### config.mk
export PLATFORM = sky130hd
export DESIGN_NAME = isg_regs
export DESIGN_NICKNAME = d
export VERILOG_FILES = /design/src/core/isg_pkg.sv /design/src/core/isg_wheel_decoder.sv /design/src/core/isg_regs.sv
export VERILOG_INCLUDE_DIRS = /design/src /design/src/core
export SDC_FILE = /design/constraint.sdc
export NUM_CORES = 1
export LEC_CHECK = 0
export ABC_CLOCK_PERIOD_IN_PS = 5000
export BUFFER_PORTS_ARGS = -buffer_cell sky130_fd_sc_hd__buf_2
export CORE_MARGIN = 5
export CORE_UTILIZATION = 45
export CTS_BUF_LIST = sky130_fd_sc_hd__clkbuf_8
export DETAILED_ROUTE_END_ITERATION = 10
export GPL_TIMING_DRIVEN = 0
export HOLD_SLACK_MARGIN = 0.08
export PLACE_DENSITY = 0.69
export SYNTH_ARGS = -nofsm -noshare
export SYNTH_HDL_FRONTEND = slang
export SYNTH_SLANG_ARGS = --single-unit
### constraint.sdc
create_clock -name clock -period 5 [get_ports clock]
set_clock_uncertainty 0.05 [all_clocks]
set_input_delay 0.5 -clock clock [delete_from_list [all_inputs] [get_ports clock]]
set_output_delay 0.5 -clock clock [all_outputs]
set_load 0.01 [all_outputs]
### src/core/isg_defines.svh
// Register indices, field positions, reset values and limits of the image statistics block
`ifndef ISG_DEFINES_SVH
`define ISG_DEFINES_SVH

// Register indices; the AXI byte address is four times the index
`define ISG_IDX_MEAN 6'h09
`define ISG_IDX_DARKEST 6'h0a
`define ISG_IDX_GRAB 6'h0b
`define ISG_IDX_WHEEL 6'h0c
`define ISG_IDX_CONFIG 6'h0d
`define ISG_IDX_INVREV 6'h3f

// Field positions
`define ISG_GRAB_VALID_BIT 7
`define ISG_CFG_CPI_BIT 0

// Reset values
`define ISG_RST_MEAN 8'h00
`define ISG_RST_DARKEST 8'h00
`define ISG_RST_WHEEL 8'h00
`define ISG_RST_SHUTTER 16'h0164

// Exposure loop window for the brightest pixel
`define ISG_AGC_LOW 6'h35
`define ISG_AGC_HIGH 6'h39
`define ISG_SHUTTER_MIN 16'h0001
`define ISG_SHUTTER_MAX 16'hffff

// Wheel accumulator saturation
`define ISG_WHEEL_POS_MAX 8'h7f
`define ISG_WHEEL_NEG_MAX 8'h81

// AXI responses
`define ISG_RESP_OKAY 2'h0
`define ISG_RESP_SLVERR 2'h2

`endif

### src/core/isg_pkg.sv
// Shared types of the image statistics and pixel grabber block
package isg_pkg;

	typedef enum logic [2:0] {
		ISG_IDLE = 3'b001,
		ISG_WRESP = 3'b010,
		ISG_RDATA = 3'b100
	} isg_bus_state_t;

	typedef struct packed {
		logic [1:0] sync_a;
		logic [1:0] sync_b;
		logic [1:0] prev;
		logic step_up;
		logic step_dn;
	} isg_wheel_state_t;

endpackage

### src/core/isg_wheel_decoder.sv
// Quadrature decoder for the scroll wheel pins
`timescale 1ns/1ps
`include "isg_defines.svh"

module isg_wheel_decoder import isg_pkg::*; (
	// Clock and reset
	input wire logic clock,
	input wire logic rst_n,
	input wire logic ce,
	// Wheel pins, asynchronous
	input wire logic wheel_a,
	input wire logic wheel_b,
	// One-cycle step pulses
	output logic step_up,
	output logic step_dn
);

	isg_wheel_state_t r, next_r;
	logic [1:0] pins;
	logic [1:0] cur;

	assign pins = {wheel_b, wheel_a};
	assign cur = r.sync_b;

	always_comb begin
		next_r = r;
		// Each pin crosses through two flops of its own; only the second stage is decoded
		next_r.sync_a = pins;
		next_r.sync_b = r.sync_a;
		next_r.prev = cur;
		next_r.step_up = 1'b0;
		next_r.step_dn = 1'b0;
		// Only single-pin changes count; a double jump is a glitch and is dropped
		if ((cur[0] ^ r.prev[0]) ^ (cur[1] ^ r.prev[1])) begin
			if (cur[1] ^ r.prev[0]) begin
				next_r.step_up = 1'b1;
			end else begin
				next_r.step_dn = 1'b1;
			end
		end
	end

	always_ff @(posedge clock or negedge rst_n) begin
		if (!rst_n) begin
			r <= '0;
		end else if (ce) begin
			r <= next_r;
		end
	end

	assign step_up = r.step_up;
	assign step_dn = r.step_dn;

endmodule

### src/core/isg_regs.sv
// Image statistics, pixel grabber, wheel and configuration registers behind an AXI4-Lite slave
//
// Design decision made here: the AXI4-Lite register port.
`timescale 1ns/1ps
`include "isg_defines.svh"

// Behaviour
// - darkest pixel register holds the lowest pixel of the last complete image
// - grabber captures at most one pixel from each frame
// - reading a valid grab sets MSB, advances index, rearms capture unless pixel 224 was the one read
// - any grabber write zeroes index and arms for pixel 0 of next image
// - index runs down each 15-pixel column: column times 15 plus row
// - pixel values range from 0 black to 63 white
// - exposure loop steers shutter so brightest pixel stays mid fifties
// - inverted revision register reads complement of the revision code
module isg_regs import isg_pkg::*; #(
	parameter int PIX_BITS = 6,
	parameter int ARRAY_DIM = 15,
	// Arbitrary revision value, not tied to any real part
	parameter logic [7:0] REVISION_CODE = 8'h5a
) (
	// Clock and reset
	input wire logic clock,
	input wire logic rst_n,
	input wire logic ce,
	// AXI4-Lite write address and data
	input wire logic [7:0] s_axi_awaddr,
	input wire logic s_axi_awvalid,
	output logic s_axi_awready,
	input wire logic [31:0] s_axi_wdata,
	input wire logic [3:0] s_axi_wstrb,
	input wire logic s_axi_wvalid,
	output logic s_axi_wready,
	// AXI4-Lite write response
	output logic [1:0] s_axi_bresp,
	output logic s_axi_bvalid,
	input wire logic s_axi_bready,
	// AXI4-Lite read
	input wire logic [7:0] s_axi_araddr,
	input wire logic s_axi_arvalid,
	output logic s_axi_arready,
	output logic [31:0] s_axi_rdata,
	output logic [1:0] s_axi_rresp,
	output logic s_axi_rvalid,
	input wire logic s_axi_rready,
	// Pixel stream from the imager, same clock, column-major order
	input wire logic frame_start,
	input wire logic pix_valid,
	input wire logic [PIX_BITS-1:0] pix_value,
	// Scroll wheel pins
	input wire logic wheel_a,
	input wire logic wheel_b,
	// Control outputs
	output logic cpi_select,
	output logic [15:0] shutter_value
);

	localparam int NPIX = ARRAY_DIM * ARRAY_DIM;
	localparam int SUM_W = PIX_BITS + 8;
	localparam logic [7:0] LAST_PIX = 8'(NPIX - 1);
	localparam logic [7:0] NPIX_B = 8'(NPIX);

	// Elaboration check: the grab word needs a spare bit below the valid flag
	if (PIX_BITS < 1 || PIX_BITS > 6 || ARRAY_DIM < 2 || NPIX > 255) begin : g_bad_params
		$error("isg_regs: unsupported pixel width or array size");
	end

	typedef struct packed {
		isg_bus_state_t st;
		logic aw_got;
		logic w_got;
		logic ar_got;
		logic [5:0] aw_idx;
		logic [5:0] ar_idx;
		logic [7:0] wdata;
		logic awready;
		logic wready;
		logic arready;
		logic bvalid;
		logic rvalid;
		logic [1:0] bresp;
		logic [1:0] rresp;
		logic [31:0] rdata;
		logic [7:0] pix_cnt;
		logic [PIX_BITS-1:0] run_min;
		logic [PIX_BITS-1:0] run_max;
		logic [SUM_W-1:0] run_sum;
		logic [7:0] mean;
		logic [7:0] darkest;
		logic [15:0] shutter;
		logic [7:0] grab_idx;
		logic grab_valid;
		logic grab_armed;
		logic frame_taken;
		logic [PIX_BITS-1:0] grab_pix;
		logic [7:0] wheel_delta;
		logic cpi_select;
	} isg_regs_state_t;

	isg_regs_state_t r, next_r;
	logic step_up, step_dn;
	logic do_write, do_read, last_pix, cap_evt;
	logic [PIX_BITS-1:0] frame_min, frame_max;
	logic [7:0] rd_val;
	logic rd_hit;

	isg_wheel_decoder u_wheel (
		.clock(clock),
		.rst_n(rst_n),
		.ce(ce),
		.wheel_a(wheel_a),
		.wheel_b(wheel_b),
		.step_up(step_up),
		.step_dn(step_dn)
	);

	always_comb begin
		next_r = r;
		// Bus channel acceptance
		if (s_axi_awvalid && r.awready) begin
			next_r.aw_got = 1'b1;
			next_r.aw_idx = s_axi_awaddr[7:2];
		end
		if (s_axi_wvalid && r.wready) begin
			next_r.w_got = 1'b1;
			next_r.wdata = s_axi_wdata[7:0];
		end
		if (s_axi_arvalid && r.arready) begin
			next_r.ar_got = 1'b1;
			next_r.ar_idx = s_axi_araddr[7:2];
		end
		// Reads go first when both are pending; one access at a time
		do_read = (r.st == ISG_IDLE) && r.ar_got;
		do_write = (r.st == ISG_IDLE) && !r.ar_got && r.aw_got && r.w_got;

		// Frame statistics
		last_pix = pix_valid && (r.pix_cnt == LAST_PIX);
		frame_min = (r.pix_cnt == 8'h00 || pix_value < r.run_min) ? pix_value : r.run_min;
		frame_max = (r.pix_cnt == 8'h00 || pix_value > r.run_max) ? pix_value : r.run_max;
		if (frame_start) begin
			next_r.pix_cnt = 8'h00;
		end else if (pix_valid && r.pix_cnt < NPIX_B) begin
			next_r.pix_cnt = r.pix_cnt + 8'h01;
			next_r.run_min = frame_min;
			next_r.run_max = frame_max;
			next_r.run_sum = (r.pix_cnt == 8'h00) ? SUM_W'(pix_value) : r.run_sum + SUM_W'(pix_value);
		end
		if (!frame_start && last_pix) begin
			next_r.darkest = 8'(frame_min);
			// Only the top eight bits of the image sum are kept as the mean
			next_r.mean = next_r.run_sum[SUM_W-1 -: 8];
			if (frame_max > `ISG_AGC_HIGH && r.shutter > `ISG_SHUTTER_MIN) begin
				next_r.shutter = r.shutter - 16'h0001;
			end else if (frame_max < `ISG_AGC_LOW && r.shutter != `ISG_SHUTTER_MAX) begin
				next_r.shutter = r.shutter + 16'h0001;
			end
		end

		// one capture per frame; index matches column-major count
		cap_evt = pix_valid && !frame_start && r.grab_armed && !r.frame_taken && r.pix_cnt == r.grab_idx;
		if (frame_start) begin
			next_r.frame_taken = 1'b0;
		end
		if (cap_evt) begin
			// pixel stored at its native width, black 0 up to white 63
			next_r.grab_pix = pix_value;
			next_r.grab_valid = 1'b1;
			next_r.grab_armed = 1'b0;
			next_r.frame_taken = 1'b1;
		end

		if (step_up && r.wheel_delta != `ISG_WHEEL_POS_MAX) begin
			next_r.wheel_delta = r.wheel_delta + 8'h01;
		end else if (step_dn && r.wheel_delta != `ISG_WHEEL_NEG_MAX) begin
			next_r.wheel_delta = r.wheel_delta - 8'h01;
		end

		// Read decode
		rd_hit = 1'b1;
		case (r.ar_idx)
			`ISG_IDX_MEAN: rd_val = r.mean;
			`ISG_IDX_DARKEST: rd_val = r.darkest;
			`ISG_IDX_GRAB: rd_val = {r.grab_valid, (7 - PIX_BITS)'(0), r.grab_pix};
			`ISG_IDX_WHEEL: rd_val = r.wheel_delta;
			`ISG_IDX_CONFIG: rd_val = {7'h00, r.cpi_select};
			`ISG_IDX_INVREV: rd_val = ~REVISION_CODE;
			default: begin
				rd_val = 8'h00;
				rd_hit = 1'b0;
			end
		endcase

		if (do_read) begin
			next_r.ar_got = 1'b0;
			next_r.st = ISG_RDATA;
			next_r.rvalid = 1'b1;
			next_r.rdata = {24'h000000, rd_val};
			next_r.rresp = rd_hit ? `ISG_RESP_OKAY : `ISG_RESP_SLVERR;
			// valid grab read advances, and rearms unless the last pixel was read
			if (r.ar_idx == `ISG_IDX_GRAB && r.grab_valid) begin
				next_r.grab_valid = 1'b0;
				next_r.grab_idx = r.grab_idx + 8'h01;
				next_r.grab_armed = (r.grab_idx + 8'h01) < NPIX_B;
			end
			// Wheel count clears on read; a step in the same cycle survives
			if (r.ar_idx == `ISG_IDX_WHEEL) begin
				next_r.wheel_delta = step_up ? 8'h01 : (step_dn ? 8'hff : 8'h00);
			end
		end
		if (do_write) begin
			next_r.aw_got = 1'b0;
			next_r.w_got = 1'b0;
			next_r.st = ISG_WRESP;
			next_r.bvalid = 1'b1;
			next_r.bresp = `ISG_RESP_OKAY;
			case (r.aw_idx)
				`ISG_IDX_GRAB: begin
					// restart at pixel 0 on the next image, not the current one
					next_r.grab_idx = 8'h00;
					next_r.grab_valid = 1'b0;
					next_r.grab_armed = 1'b1;
					next_r.frame_taken = !frame_start;
				end
				`ISG_IDX_CONFIG: begin
					// only the resolution bit is stored
					next_r.cpi_select = r.wdata[`ISG_CFG_CPI_BIT];
				end
				`ISG_IDX_MEAN, `ISG_IDX_DARKEST, `ISG_IDX_WHEEL, `ISG_IDX_INVREV: begin
					next_r.bresp = `ISG_RESP_OKAY;
				end
				default: begin
					next_r.bresp = `ISG_RESP_SLVERR;
				end
			endcase
		end
		if (r.st == ISG_RDATA && s_axi_rready) begin
			next_r.rvalid = 1'b0;
			next_r.st = ISG_IDLE;
		end
		if (r.st == ISG_WRESP && s_axi_bready) begin
			next_r.bvalid = 1'b0;
			next_r.st = ISG_IDLE;
		end
		// Readies registered so they come straight from flops
		next_r.awready = !next_r.aw_got;
		next_r.wready = !next_r.w_got;
		next_r.arready = !next_r.ar_got;
	end

	always_ff @(posedge clock or negedge rst_n) begin
		if (!rst_n) begin
			r <= '0;
			r.st <= ISG_IDLE;
			r.awready <= 1'b1;
			r.wready <= 1'b1;
			r.arready <= 1'b1;
			r.mean <= `ISG_RST_MEAN;
			r.darkest <= `ISG_RST_DARKEST;
			r.wheel_delta <= `ISG_RST_WHEEL;
			r.shutter <= `ISG_RST_SHUTTER;
			r.pix_cnt <= NPIX_B;
			r.grab_armed <= 1'b1;
		end else if (ce) begin
			r <= next_r;
		end
	end

	assign s_axi_awready = r.awready;
	assign s_axi_wready = r.wready;
	assign s_axi_arready = r.arready;
	assign s_axi_bvalid = r.bvalid;
	assign s_axi_bresp = r.bresp;
	assign s_axi_rvalid = r.rvalid;
	assign s_axi_rresp = r.rresp;
	assign s_axi_rdata = r.rdata;
	assign cpi_select = r.cpi_select;
	assign shutter_value = r.shutter;

	// Helper: captures seen since the last frame start
	logic [1:0] caps_in_frame;
	always_ff @(posedge clock or negedge rst_n) begin
		if (!rst_n) begin
			caps_in_frame <= 2'h0;
		end else if (ce) begin
			if (frame_start) begin
				caps_in_frame <= 2'h0;
			end else if (cap_evt && caps_in_frame != 2'h3) begin
				caps_in_frame <= caps_in_frame + 2'h1;
			end
		end
	end
endmodule

==> impl_metrics.tcl <==
set metrics [dict create \
    io_pins 128 \
    min_period_ns 3.088 \
    path_class "reg -> reg" \
    synth_flop_cell "dfrtp_1" \
    reg2regPathDepth 10 \
    place.port_buffers 62 \
    fp.dieW_um 144.4 \
    grt_pass1_vias 6211 \
    antenna_found_initial 0 \
    clk_path_buf_depth 2 \
    worstPathRequired_ns 5.27 \
    worst_pin_slew_ns 0.8657 \
    fmaxAchievable_mhz 323.9 \
    design_area_um2 9248 \
    status "complete, no violations" \
    peakVddDrop_v 0.0002280 \
    clock-sinks 132 \
    cts_tree "done" \
    cts.clk_slew.worst_paths_ns 0.08 \
    ant_nets 0 \
    syn_area_um2 8123 \
    maxCapViolCount 0 \
    cts.htree.levels 4 \
    fp.dieH_um 144.4 \
    start_kind "flop" \
    power.density_nw_per_um2 357.8 \
    cts_buffers 17 \
    synth-edff-count 0 \
    cp_max_fo 9 \
    hold_path.class "in -> reg" \
    cp-end-kind "flop" \
    tns_ns 0 \
    r2r_start "r[84]$_DFFE_PN1P_" \
    wirelength_um 19840 \
    globalRouteOverflowTotal 0 \
    grt_max_degree 95 \
    drt_iter0_drc 576 \
    rows 49 \
    finalHoldWorstSlack_ns 0.2356 \
    leakage_nw 4.178 \
    relSlewSlack_pct 41.90 \
    netlist-cell-type-count 80 \
    num_vias 6762 \
    hold_end "r[147]$_DFFE_PN0P_" \
    grt_pass1_wl_um 32130 \
    synth_seq_cells 132 \
    grt_usage_pct 19.26 \
    rrSetupSlack_ns 1.91 \
    avgSynthCellArea_um2 9.294 \
    syn_inst 874 \
    hold_violations 0 \
    ys_warn_count 0 \
    min_path_cells 2 \
    clkLatencyLatePin_ns 0.44 \
    final_util_pct 51.83 \
    power_mw 3.308 \
    r2r_end "shutter_value[13]$_DFFE_PN0P_" \
    seq_area_frac_synth_pct 40.87 \
    via_per_inst 5.525 \
    fin_crit_sh_pct 61.75 \
    core_area_um2 17840 \
    critPathLaunch "r[84]$_DFFE_PN1P_" \
    synthArstFlopShare_pct 100.0 \
    post_drt_wl_per_cell_um 16.21 \
    hold_start "s_axi_awaddr[2]" \
    clockRootBuffer "clkbuf_8" \
    rsz0062_at_grt "no" \
    dieArea_um2 20840 \
    drive_gt1_share_pct 21.91 \
    setup_viol 0 \
    gp_congestion 0.8698 \
    start_util_pct 45.53 \
    dr.pass1.iters 5 \
    drcViolationCount 0 \
    place_hpwl_um 14480 \
    n_antenna_cell 0 \
    cp.arrival_ns 3.36 \
    fin_nets 1079 \
    placed_area_um2 8847 \
    area_delta_synth_final_pct 13.85 \
    slew_violations 0 \
]
[worst max-delay path, cell delays in order (launching register included)]
cell,delay (ns)
dfstp_2,0.60
inv_1,0.06
ha_1,0.20
nor4b_4,0.14
and2_4,0.15
buf_6,0.13
nor4_1,0.47
o311ai_1,0.28
nor2_1,0.48
a32oi_1,0.23
xnor2_1,0.17
[layout make-up]
type,count,area [um^2]
inverters,40,150.1
multi-input cells,643,4220
well taps,229,286.5
repair buffers,64,354.1
clock inverters,12,115.1
clock buffers,20,275.3
plain buffers,84,526.8
fillers,1664,8593
flip-flops and latches,132,3319
[worst max-delay path by stage]
stage,endpoint,slack [ns],cells past startpoint
after floorplan,shutter_value[14]$_DFFE_PN0P_,2.33,10
after CTS,shutter_value[13]$_DFFE_PN0P_,1.95,10
after global routing,shutter_value[13]$_DFFE_PN0P_,1.68,10
after global placement,shutter_value[3]$_DFFE_PN0P_,1.49,1
after detailed placement,r[15]$_DFFE_PN0P_,1.87,7
final,shutter_value[13]$_DFFE_PN0P_,1.91,10
[sequential cells by signal, indices dropped and copies added, names as in the netlist, 2 cells and up]
signal,flops
u_wheel.r,2
s_axi_rdata,8
u_wheel.next_r,2
shutter_value,16
r,92
u_wheel.cur,2
[layer usage]
layer	share of wire, %	track usage [%]	vias up
met5	0	0	-
met4	1.5	5.106	0
met3	5.1	3.737	30
met2	47	30.14	192
met1	47	27.48	3241
li1	-	-	3299
[cells by family after synthesis]
kind of cell,share of synthesized area [%]
AO/OA/AOI/OAI,17.33
XOR/XNOR,3.774
adder cells (fa/ha/maj),4.251
buffers and inverters,8.333
flip-flops,40.87
multiplexers,5.961
other,0.04617
AND/OR/NAND/NOR,19.44
[report_power, final]
part / internal, mW / switching (mW) / leakage, nW
combinational: 0.408 / 0.517 / 2.31
sequential: 1.28 / 0.200 / 1.66
clock: 0.474 / 0.427 / 0.208
total: 2.16 / 1.14 / 4.18
[placed cells by master, fill, tap and decap left out, types with 4 or more instances in the layout]
master and n:
a211oi_1 7, a21o_1 6, a21oi_1 45, a22o_1 5
a22oi_1 6, a2bb2oi_1 4, a31oi_1 19, a32oi_1 7
and2_1 9, and3_1 12, and4_1 7, buf_2 65
buf_4 53, clkbuf_1 24, clkbuf_8 20, clkinv_2 4
conb_1 26, dfrtp_1 119, dfstp_2 13, ha_1 26
inv_1 42, mux2_2 35, mux2i_1 9, nand2_1 79
nand2b_1 12, nand3_1 21, nand3b_1 5, nand4_1 13
nor2_1 62, nor2b_1 10, nor3_1 19, nor4_1 8
o21a_1 5, o21ai_0 73, o22a_1 4, o31ai_1 8
or2_2 4, or3_1 8, xnor2_1 30, xor2_1 5
[stage by stage]
| stage | cells | worst slack [ns] |
|---|---|---|
| final | 1224 | 1.912 |
| after global routing | 1224 | 1.685 |
| after CTS | 1224 | 1.952 |
| after detailed placement | 1191 | 1.874 |
| after global placement | 1190 | 1.490 |
| after floorplan | 899 | 2.328 |
[repair_timing]
| item | CTS | global route |
|---|---|---|
| endpoints found under the hold margin | 34 | 0 |
| hold buffers | 1 | 0 |
| setup buffers | 0 | 0 |
| resized for setup | 0 | 0 |
[Yosys cell counts, types with 8 or more instances]
cell        n  area, um^2
dfrtp_1   119        2978
nand2_1    79       296.5
o21ai_0    73       365.4
nor2_1     62       232.7
buf_4      53       397.9
a21oi_1    45       225.2
inv_1      39       146.4
mux2_2     35       394.1
xnor2_1    30       262.8
ha_1       26       325.3
clkbuf_1   24       90.09
nand3_1    21       105.1
a31oi_1    19       118.9
nor3_1     19       95.09
dfstp_2    13       341.6
nand4_1    13       81.33
and3_1     12       75.07
nand2b_1   12       75.07
nor2b_1    10       62.56
and2_1      9       56.30
mux2i_1     9       90.09
nor4_1      8       50.05
o31ai_1     8       60.06
or3_1       8       50.05
Power figures use the tool's default switching activity.
